--- src/design/osd_pkg.sv ---
// constants for the oscillator select and doze control block
package osd_pkg;
  // register addresses on the plain register port
  localparam logic [1:0] ADDR_OSC_CTRL = 2'h0;
  localparam logic [1:0] ADDR_CLK_DIV = 2'h1;
  localparam logic [1:0] ADDR_TRIM = 2'h2;
  // oscillator_control field positions
  localparam int CUR_LSB = 12;
  localparam int NEW_LSB = 8;
  localparam int SELFRZ_BIT = 7;
  localparam int PINFRZ_BIT = 6;
  localparam int PLLOK_BIT = 5;
  localparam int FAIL_BIT = 3;
  localparam int SECEN_BIT = 1;
  localparam int SWREQ_BIT = 0;
  // clock_divider field positions
  localparam int ROI_BIT = 15;
  localparam int RATIO_LSB = 12;
  localparam int RAEN_BIT = 11;
  localparam int PST_LSB = 8;
  // reset values
  localparam logic [2:0] PST_RESET = 3'h1;
  localparam logic [2:0] RATIO_RESET = 3'h0;
  localparam logic [5:0] TRIM_RESET = 6'h00;
  // unlock keys
  localparam logic [7:0] KEY_HI_1 = 8'h78;
  localparam logic [7:0] KEY_HI_2 = 8'h9a;
  localparam logic [7:0] KEY_LO_1 = 8'h46;
  localparam logic [7:0] KEY_LO_2 = 8'h57;
  // source encodings
  localparam logic [2:0] SRC_FRC = 3'h0;
  localparam logic [2:0] SRC_FRC_PLL = 3'h1;
  localparam logic [2:0] SRC_PRI = 3'h2;
  localparam logic [2:0] SRC_PRI_PLL = 3'h3;
  localparam logic [2:0] SRC_SEC = 3'h4;
  localparam logic [2:0] SRC_FRC_DIV = 3'h7;
  // primary submodes
  localparam logic [1:0] SUB_EXT = 2'h0;
  localparam logic [1:0] SUB_XTAL = 2'h1;
  localparam logic [1:0] SUB_HS = 2'h2;
  // cycles of the new clock before the switch
  localparam logic [3:0] SETTLE_CYCLES = 4'ha;
  typedef enum logic [1:0] {
    OSD_IDLE = 2'b00,
    OSD_START = 2'b01,
    OSD_SETTLE = 2'b10,
    OSD_DONE = 2'b11
  } osd_state_t;
endpackage

--- src/design/osd_ctrl.sv ---
// oscillator select, switch sequencer, doze ratio and fast rc control
// Notes on behaviour
// - switching only when monitor cfg bit1 zero
// - fail-safe monitor only when cfg 00
// - reset source from initial source config
// - unprogrammed default is postscaled fast rc
// - current source read-only in bits 14-12
// - new source bits 10-8, reset from cfg
// - freeze plus monitor locks selections
// - pin-map freeze needs unlock; one-way option
// - pll settled reads synchronised lock
// - pll settled cleared on switch, non-pll
// - clock fail flag set by monitor, clear-only
// - secondary enable bit drives secondary oscillator
// - request bit starts switch, cleared at end
// - recover on interrupt clears ratio enable
// - ratio code gives 1:2^code
// - ratio applied only while enable set
// - postscaler divides 1..64 or 256
// - trim field is signed six-bit value
// - primary submode fixed by configuration
// - switching disabled: current follows configuration
// - switching disabled: request held at zero
// - equal sources abort the switch
// - start, wait ready, 10 cycles, switch
// - byte writes need their unlock pair
//
// The implementer's own choices: the register offsets and strobed register access.
module osd_ctrl (
  input wire logic clk, // system clock
  input wire logic nrst, // synchronous reset, low active
  input wire logic [1:0] switch_monitor_cfg, // config bits 7:6
  input wire logic [2:0] initial_source_cfg, // config reset source
  input wire logic [1:0] primary_submode_cfg, // config primary submode
  input wire logic one_way_freeze_cfg, // config one-way pin freeze
  input wire logic [1:0] addr, // register index
  input wire logic [15:0] wdata, // write data
  input wire logic [1:0] wbyte, // byte lanes of a write
  input wire logic wr, // write strobe
  input wire logic rd, // read strobe
  input wire logic intr_evt, // any interrupt, async
  input wire logic clock_failed, // monitor detected failure, async
  input wire logic source_ready, // new source running, async
  input wire logic pll_locked, // pll lock, async
  input wire logic new_clk_tick, // one per new clock cycle, async
  output logic [15:0] rdata, // read data, one cycle after rd
  output logic [2:0] active_source, // selected oscillator
  output logic [1:0] primary_submode, // fixed primary submode
  output logic [2:0] start_source, // source being started
  output logic start_en, // start requested source
  output logic secondary_on, // secondary oscillator enable
  output logic monitor_on, // fail-safe monitor enable
  output logic pin_freeze, // pin-map freeze state
  output logic [7:0] periph_div, // cpu to peripheral ratio
  output logic [8:0] frc_div, // fast rc divisor
  output logic signed [5:0] frc_trim // fast rc trim
);
  logic [2:0] cur_src;
  logic [2:0] new_src;
  logic sel_freeze;
  logic pll_ok;
  logic fail_flag;
  logic sec_en;
  logic sw_req;
  logic recover_on_interrupt;
  logic [2:0] ratio;
  logic ratio_en;
  logic [2:0] pst;
  logic [5:0] trim;
  logic [1:0] key_hi;
  logic [1:0] key_lo;
  logic [4:0] s1;
  logic [4:0] s2;
  logic tick_d;
  logic [3:0] settle_cnt;
  logic started;
  osd_pkg::osd_state_t state;
  wire sw_en = ~switch_monitor_cfg[1];
  wire mon_en = switch_monitor_cfg == 2'b00;
  wire wr_ctl = wr && addr == osd_pkg::ADDR_OSC_CTRL;
  wire hi_ok = key_hi == 2'd2;
  wire lo_ok = key_lo == 2'd2;
  wire hi_wr = wr_ctl && wbyte[1] && hi_ok;
  wire lo_wr = wr_ctl && wbyte[0] && lo_ok;
  wire i_intr = s2[0];
  wire i_fail = s2[1];
  wire i_ready = s2[2];
  wire i_lock = s2[3];
  wire tick_rise = s2[4] && !tick_d;
  wire sel_locked = sel_freeze && mon_en;
  function automatic logic uses_pll(input logic [2:0] src);
    uses_pll = src == osd_pkg::SRC_PRI_PLL || src == osd_pkg::SRC_FRC_PLL;
  endfunction
  function automatic logic [8:0] pst_div(input logic [2:0] code);
    pst_div = code == 3'h7 ? 9'h100 : 9'(9'h001 << code);
  endfunction
  // two-flop synchronisers
  always_ff @(posedge clk)
  begin
    if (!nrst)
    begin
      s1 <= 5'h00;
      s2 <= 5'h00;
      tick_d <= 1'b0;
    end
    else
    begin
      s1 <= {new_clk_tick, pll_locked, source_ready, clock_failed, intr_evt};
      s2 <= s1;
      tick_d <= s2[4];
    end
  end
  always_ff @(posedge clk)
  begin
    if (!nrst)
    begin
      key_hi <= 2'd0;
      key_lo <= 2'd0;
    end
    else if (wr_ctl)
    begin
      if (wbyte == 2'b10 && wdata[15:8] == osd_pkg::KEY_HI_1)
        key_hi <= 2'd1;
      else if (wbyte == 2'b10 && key_hi == 2'd1 && wdata[15:8] == osd_pkg::KEY_HI_2)
        key_hi <= 2'd2;
      else
        key_hi <= 2'd0;
      if (wbyte == 2'b01 && wdata[7:0] == osd_pkg::KEY_LO_1)
        key_lo <= 2'd1;
      else if (wbyte == 2'b01 && key_lo == 2'd1 && wdata[7:0] == osd_pkg::KEY_LO_2)
        key_lo <= 2'd2;
      else
        key_lo <= 2'd0;
    end
    else if (wr)
    begin
      key_hi <= 2'd0;
      key_lo <= 2'd0;
    end
  end
  always_ff @(posedge clk)
  begin
    if (!nrst)
      new_src <= osd_pkg::SRC_FRC_DIV;
    else if (!started)
      new_src <= initial_source_cfg;
    else if (hi_wr && !sel_locked)
      new_src <= wdata[osd_pkg::NEW_LSB +: 3];
  end
  always_ff @(posedge clk)
  begin
    if (!nrst)
      started <= 1'b0;
    else
      started <= 1'b1;
  end
  always_ff @(posedge clk)
  begin
    if (!nrst)
    begin
      sel_freeze <= 1'b0;
      pin_freeze <= 1'b0;
      sec_en <= 1'b0;
    end
    else if (lo_wr)
    begin
      sel_freeze <= sel_freeze | wdata[osd_pkg::SELFRZ_BIT];
      sec_en <= wdata[osd_pkg::SECEN_BIT];
      if (!(one_way_freeze_cfg && pin_freeze))
        pin_freeze <= wdata[osd_pkg::PINFRZ_BIT];
    end
  end
  // fail flag, set wins over clear
  always_ff @(posedge clk)
  begin
    if (!nrst)
      fail_flag <= 1'b0;
    else if (i_fail && mon_en)
      fail_flag <= 1'b1;
    else if (state == osd_pkg::OSD_START)
      fail_flag <= 1'b0;
    else if (lo_wr && !wdata[osd_pkg::FAIL_BIT])
      fail_flag <= 1'b0;
  end
  // switch sequencer
  always_ff @(posedge clk)
  begin
    if (!nrst)
    begin
      state <= osd_pkg::OSD_IDLE;
      sw_req <= 1'b0;
      cur_src <= osd_pkg::SRC_FRC_DIV;
      settle_cnt <= 4'h0;
    end
    else if (!sw_en || !started)
    begin
      state <= osd_pkg::OSD_IDLE;
      sw_req <= 1'b0;
      cur_src <= initial_source_cfg;
    end
    else
    begin
      case (state)
        osd_pkg::OSD_IDLE:
        begin
          if (lo_wr && wdata[osd_pkg::SWREQ_BIT] && !sel_locked)
          begin
            sw_req <= 1'b1;
            state <= osd_pkg::OSD_START;
          end
        end
        osd_pkg::OSD_START:
        begin
          if (new_src == cur_src)
          begin
            sw_req <= 1'b0;
            state <= osd_pkg::OSD_IDLE;
          end
          else
            state <= osd_pkg::OSD_SETTLE;
          settle_cnt <= 4'h0;
        end
        osd_pkg::OSD_SETTLE:
        begin
          // wait ready, lock, then ten new clocks
          if (i_ready && (!uses_pll(new_src) || i_lock) && tick_rise)
          begin
            if (settle_cnt == osd_pkg::SETTLE_CYCLES - 4'h1)
              state <= osd_pkg::OSD_DONE;
            else
              settle_cnt <= settle_cnt + 4'h1;
          end
        end
        osd_pkg::OSD_DONE:
        begin
          cur_src <= new_src;
          sw_req <= 1'b0;
          state <= osd_pkg::OSD_IDLE;
        end
        default:
          state <= osd_pkg::OSD_IDLE;
      endcase
    end
  end
  // cleared on switch or non-pll mode
  always_ff @(posedge clk)
  begin
    if (!nrst)
      pll_ok <= 1'b0;
    else if (state == osd_pkg::OSD_START || !uses_pll(cur_src))
      pll_ok <= 1'b0;
    else
      pll_ok <= i_lock;
  end
  // clock divider and trim registers
  always_ff @(posedge clk)
  begin
    if (!nrst)
    begin
      recover_on_interrupt <= 1'b0;
      ratio <= osd_pkg::RATIO_RESET;
      pst <= osd_pkg::PST_RESET;
      trim <= osd_pkg::TRIM_RESET;
    end
    else if (wr && addr == osd_pkg::ADDR_CLK_DIV)
    begin
      recover_on_interrupt <= wdata[osd_pkg::ROI_BIT];
      ratio <= wdata[osd_pkg::RATIO_LSB +: 3];
      pst <= wdata[osd_pkg::PST_LSB +: 3];
    end
    else if (wr && addr == osd_pkg::ADDR_TRIM)
      trim <= wdata[5:0];
  end
  always_ff @(posedge clk)
  begin
    if (!nrst)
      ratio_en <= 1'b0;
    else if (recover_on_interrupt && i_intr)
      ratio_en <= 1'b0;
    else if (wr && addr == osd_pkg::ADDR_CLK_DIV)
      ratio_en <= wdata[osd_pkg::RAEN_BIT];
  end
  // registered outputs
  always_ff @(posedge clk)
  begin
    if (!nrst)
    begin
      active_source <= osd_pkg::SRC_FRC_DIV;
      primary_submode <= osd_pkg::SUB_EXT;
      start_source <= osd_pkg::SRC_FRC_DIV;
      start_en <= 1'b0;
      secondary_on <= 1'b0;
      monitor_on <= 1'b0;
      periph_div <= 8'h01;
      frc_div <= 9'h002;
      frc_trim <= 6'sh00;
    end
    else
    begin
      active_source <= cur_src;
      primary_submode <= primary_submode_cfg;
      start_source <= new_src;
      start_en <= state == osd_pkg::OSD_SETTLE;
      secondary_on <= sec_en;
      monitor_on <= mon_en;
      periph_div <= ratio_en ? 8'(8'h01 << ratio) : 8'h01;
      frc_div <= pst_div(pst);
      frc_trim <= $signed(trim);
    end
  end
  // read data one cycle after strobe
  always_ff @(posedge clk)
  begin
    if (!nrst)
      rdata <= 16'h0000;
    else if (rd)
    begin
      case (addr)
        osd_pkg::ADDR_OSC_CTRL:
          rdata <= {1'b0, cur_src, 1'b0, new_src, sel_freeze, pin_freeze, pll_ok,
                    1'b0, fail_flag, 1'b0, sec_en, sw_req};
        osd_pkg::ADDR_CLK_DIV:
          rdata <= {recover_on_interrupt, ratio, ratio_en, pst, 8'h00};
        osd_pkg::ADDR_TRIM:
          rdata <= {10'h000, trim};
        default:
          rdata <= 16'h0000;
      endcase
    end
    else
      rdata <= 16'h0000;
  end
endmodule

--- config.mk ---
export PLATFORM = sky130hd
export DESIGN_NAME = osd_ctrl
export DESIGN_NICKNAME = d
export VERILOG_FILES = /design/src/design/osd_pkg.sv /design/src/design/osd_ctrl.sv
export SDC_FILE = /design/constraint.sdc
export NUM_CORES = 1
export LEC_CHECK = 0
export BUFFER_PORTS_ARGS = -buffer_cell sky130_fd_sc_hd__buf_4
export CAP_MARGIN = 25
export CORE_MARGIN = 2
export CORE_UTILIZATION = 47
export DETAILED_ROUTE_END_ITERATION = 6
export GPL_TIMING_DRIVEN = 0
export PLACE_DENSITY = 0.77
export RECOVER_POWER = 100
export SYNTH_ARGS = -nofsm -noshare
export SYNTH_HDL_FRONTEND = slang
export SYNTH_SLANG_ARGS = --single-unit
--- constraint.sdc ---
create_clock -name clk -period 2.26 [get_ports clk]
set_input_delay 0.226 -clock clk [delete_from_list [all_inputs] [get_ports clk]]
set_output_delay 0.226 -clock clk [all_outputs]
set_load 0.1 [all_outputs]
# Word-level counts from Yosys, hierarchy flattened
# Index checks and enable logic that the tools add are counted.
# op_classes
n_addsub	1
n_mul	0
div_mod_pow	0
magnitude_cmp	0
eq_ne	28
shift	2
muxes	28
bitwise_logic	5
reduce_logical	54
# ops
operator	n
$pmux 16 s3	1
$eq 8x7->1 const B	3
$logic_and 1x1->1	24
$mux 2	11
$eq 2x2->1 const B	6
$mux 3	4
$eq 2x1->1 const B	5
$ne 2x2->1 const B	5
$mux 9	1
$shl 1x3->9 const A	1
$eq 8x8->1 const B	1
$mux 4	2
$pmux 2 s4	1
$pmux 4 s2	1
$reduce_and 2->1	4
$reduce_or 2->1	4
$shl 1x3->8 const A	1
$eq 3x1->1 const B	2
$eq 3x2->1 const B	2
$logic_not 1->1	6
$logic_not 2->1	3
$mux 1	6
$reduce_and 3->1	2
$reduce_bool 2->1	3
other kinds (11)	19
# word_totals
register_bits	98
latchBits	0
ram_bits	0
rom_bits	0
input_bits	37
output_inout_bits	51
word_cells	150
n_memories	0

# Depth between registers and ports, before layout
# depth
word_depth	8
ltp_mapped	6
ltp_nobuf	6

# Least setup slack after synthesis
# No wires, ideal clock.
# synth_timing
path_kind	reg2reg
start	reg settle_cnt[1]
end	reg settle_cnt[0]
setup_ps	70
arrival_ps	1617
required_ps	2190
path_slack_ps	573
stages_incl_launch_ff	7
n_path_buf	0
synth_period_minus_slack_ps	1687
cell_sequence	dfxtp_1 > inv_1 > ha_1 > and3b_1 > o31a_1 > or4b_1 > a21boi_1
# synth_via
elab_chain_cells	3
# synth_rtl
item	line	rtl
start, declared	osd_ctrl.sv:75	logic [3:0] settle_cnt;
start signal, assigned	osd_ctrl.sv:231	settle_cnt <= settle_cnt + 4'h1;
$eq 4x4->1	osd_ctrl.sv:228	if (settle_cnt == osd_pkg::SETTLE_CYCLES - 4'h1)
$ne 2x2->1 (no line)	-	
$reduce_and 4->1 (no line)	-	
# Every way passes these cells.
# A chain may end at the register's enable or synchronous reset.

# Final worst setup path
# layout_timing
start	reg pin_freeze
end	out pin_freeze
# layout_rtl
item	line	rtl
start, declared	osd_ctrl.sv:53	output logic pin_freeze,
start signal, assigned	osd_ctrl.sv:170	pin_freeze <= wdata[osd_pkg::PINFRZ_BIT];
# No word-level cell between the ends.

==> run_results.csv <==
group,metric,value,unit
setup_path,r2r_start,"settle_cnt[1]",
die,rows,31,
clocking,clk_pin_slew,0.09,ns
timing,fmax,539,MHz
setup_path,cp.arrival,1.63,ns
logic_synthesis,synth.distinct_cells,43,
cells_and_area,drive_gt1_share,11.9,%
pwr,clock_power_share,34.2,%
logic_synthesis,yosys.area.top_type,"dfxtp_1",
cells_and_area,finalInstanceArea,4290,sq um
timing,relSlewSlack,21.3,%
placement,place_hpwl,5760,microns
logic_synthesis,syn_area,3540,sq um
clocking,cts_sinks,98,
cells_and_area,mostFrequentLayoutCell,"dfxtp_1",
pwr,peakVddDrop,0.000308,V
global_route,grt_max_degree,16,
pwr,p_per_area,754,nW/um^2
pwr,leakage,1.71,nW
setup_path,end_kind,"primary output",
clocking,cts_tree,"built",
pwr,combPwrFrac,10.1,%
logic_synthesis,synth_enable_flop_cells,0,
logic_synthesis,syn_nets,378,
timing,setup_viol,0,
route,dr_total_vias,2675,
logic_synthesis,ys_warn_count,0,
route,wl,7660,microns
logic_synthesis,yosysSeqAreaShare,55.4,%
setup_path,critPathTopFamily,"buffers and inverters",
die,die_h,90.8,microns
hold_path,hold_depth,2,
die,core_area,7250,sq um
logic_synthesis,synth_cells,335,
setup_path,worstSetupStartpoint,"pin_freeze",
cells_and_area,areaGrowthSynthToFinish,21.1,%
setup_path,r2r_slack,0.41,ns
die,start_util,48.8,%
die,dieArea,8240,sq um
logic_synthesis,synth-main-ff-cell,"dfxtp_1",
setup_path,cp.depth,1,
cells_and_area,layout_common_cells,"98 x dfxtp_1, 64 x clkbuf_1, 33 x buf_4, 31 x mux2i_1, 27 x nor2_1",
setup_path,crit_fanout,3,
placement,placed_cell_area,4320,sq um
pwr,p_sw_share,25.4,%
setup_path,critPathLaunchType,"flop",
timing,finalCritPeriodShare,82.1,%
route,wl_per_cell,14.3,microns
flow_run,cap_violations,0,
cells_and_area,final_util,59.1,%
cells_and_area,nets,476,
global_route,antenna_found_initial,0,
logic_synthesis,avgSynthCellArea,10.6,sq um
pwr,p_int,0.00241,W
timing,worst_slew_pin_slew,1.19,ns
timing,slew_violations,0,
clocking,cts_buffers,9,
die,die_width,90.8,microns
global_route,grt_pass1_wl,12200,microns
die,pin_count,88,
hold_path,min_path_type,"in -> reg",
logic_synthesis,synth_area_leaders,"dfxtp_1 55%, mux2i_1 8.8%, and2_1 4.2%",
setup_path,critical_path_buf_inv_count,1,
timing,hold_viol,0,
route,viasPerCell,4.99,
run_status,status,"finished, final reports clean",
timing,fin_worst_skew,0.0114,ns
logic_synthesis,ys_async_sr_fraction,0,%
clocking,holdBufCountCts,0,
timing,tns,0,ns
cells_and_area,n_antenna_cell,0,
setup_path,slowest_stage,"clkbuf_1",
clocking,post_cts_buffers,0,
route,dr.pass1.iters,5,
timing,layout_min_cycle_time,1.86,ns
route,drc,0,
setup_path,required,2.03,ns
route,drt-initial-drc-count,125,
clocking,clock_path_buffers,2,
pwr,p_switching,0.000822,W
setup_path,path_class,"reg -> out",
clocking,cts_max_level,3,
pwr,finalPower,0.00323,W
global_route,track_usage,18.7,%
setup_path,r2r_end,"settle_cnt[0]",
setup_path,reg2reg_depth,6,
setup_path,crit_end,"pin_freeze",
timing,whs,0.0746,ns
pwr,power_frac_seq,55.7,%
placement,finalWeightedCongestion,0.861,
logic_synthesis,netlist.area_leader.share,55.4,%
cells_and_area,nFillCells,682,
global_route,overflow,0,
setup_path,slowest_delay,0.88,ns
timing,rsz0062_at_grt,"no",
clocking,cts_resized,0,
global_route,grt_pass1_vias,2544,
route,ant_nets,0,
logic_synthesis,synth_seq_cells,98,
setup_path,worstPathCellList,"clkbuf_1",
clocking,clk_latency,0.36,ns
placement,port_buffers,87,
clocking,cts_root_buf,"clkbuf_8",
## worst min path at each step
stage | startpoint | to | slack, ns
2_1_floorplan | nrst | started | 0.25
3_3_place_gp | s1[0] | s2[0] | 0.42
3_5_place_dp | s1[2] | s2[2] | 0.42
4_1_cts | nrst | started | 0.06
5_1_grt | primary_submode_cfg[1] | primary_submode[1] | 0.06
6_report | primary_submode_cfg[0] | primary_submode[0] | 0.07
## sequential cells by signal, summed over array words and instances, names as in the netlist, 3 cells and up, named ones only
signal	count
pst	3
cur_src	3
settle_cnt	4
s2	5
s1	5
rdata	16
frc_div	9
periph_div	8
active_source	3
new_src	3
frc_trim	6
trim	6
ratio	3
start_source	3
## metrics by stage
| stage | setup WS [ns] | cells |
|---|---|---|
| finish | 0.404 | 536 |
| global route | 0.280 | 536 |
| CTS | 0.428 | 536 |
| detailed placement | 0.438 | 521 |
| global placement | 0.492 | 521 |
| floorplan | 0.573 | 335 |
## area by class of cell
class	instances	area (sq um)	area share (%)
buffer	10	37.5	0.876
clock buffer	11	141	3.30
clock inverter	4	52.6	1.23
inverter	8	30.0	0.701
multi-input combinational	219	1490	34.7
sequential	98	1960	45.8
tap	99	124	2.89
timing repair buffer	87	450	10.5
## power groups by stage
stage | clock (W) | sequential (W) | combinational (W)
6_report | 0.00111 | 0.00180 | 0.000326
5_1_grt | 0.00119 | 0.00181 | 0.000348
4_1_cts | 0.00112 | 0.00180 | 0.000346
3_5_place_dp | 0 | 0.00184 | 0.000345
3_3_place_gp | 0 | 0.00184 | 0.000341
2_1_floorplan | 0 | 0.00195 | 0.000106
## cell usage after synthesis, types with 4 or more instances
cell and number:
mux2i_1 31, nor3_1 7, o31ai_1 4, nand2_1 18, nor3b_1 4, nor2_1 27
and2_1 24, inv_1 8, a21boi_1 4, clkbuf_1 8, o21ai_0 7, nand3b_1 6
nand2b_1 15, a21oi_1 7, dfxtp_1 98, and3_1 4, ha_1 6, nor2b_1 14
## metal layers
metal  part of all wire (%)  track usage (%)
met3                    6.5             3.92
met2                     48             30.7
met1                     44             23.5
met5                      0                0
met4                    1.9             8.72
## kinds of logic (layout without fill, tap and decap cells)
logic type | count (synthesis) | in the layout | synth area share, %
compound gates | 34 | 34 | 6.97
xor+xnor | 3 | 3 | 0.743
fa+ha+maj | 6 | 6 | 2.12
buf+inv | 18 | 120 | 1.94
flops | 98 | 98 | 55.4
mux | 34 | 34 | 9.72
other cells | 1 | 1 | 0.106
simple gates | 141 | 141 | 22.9
Power figures use the tool's default switching activity.
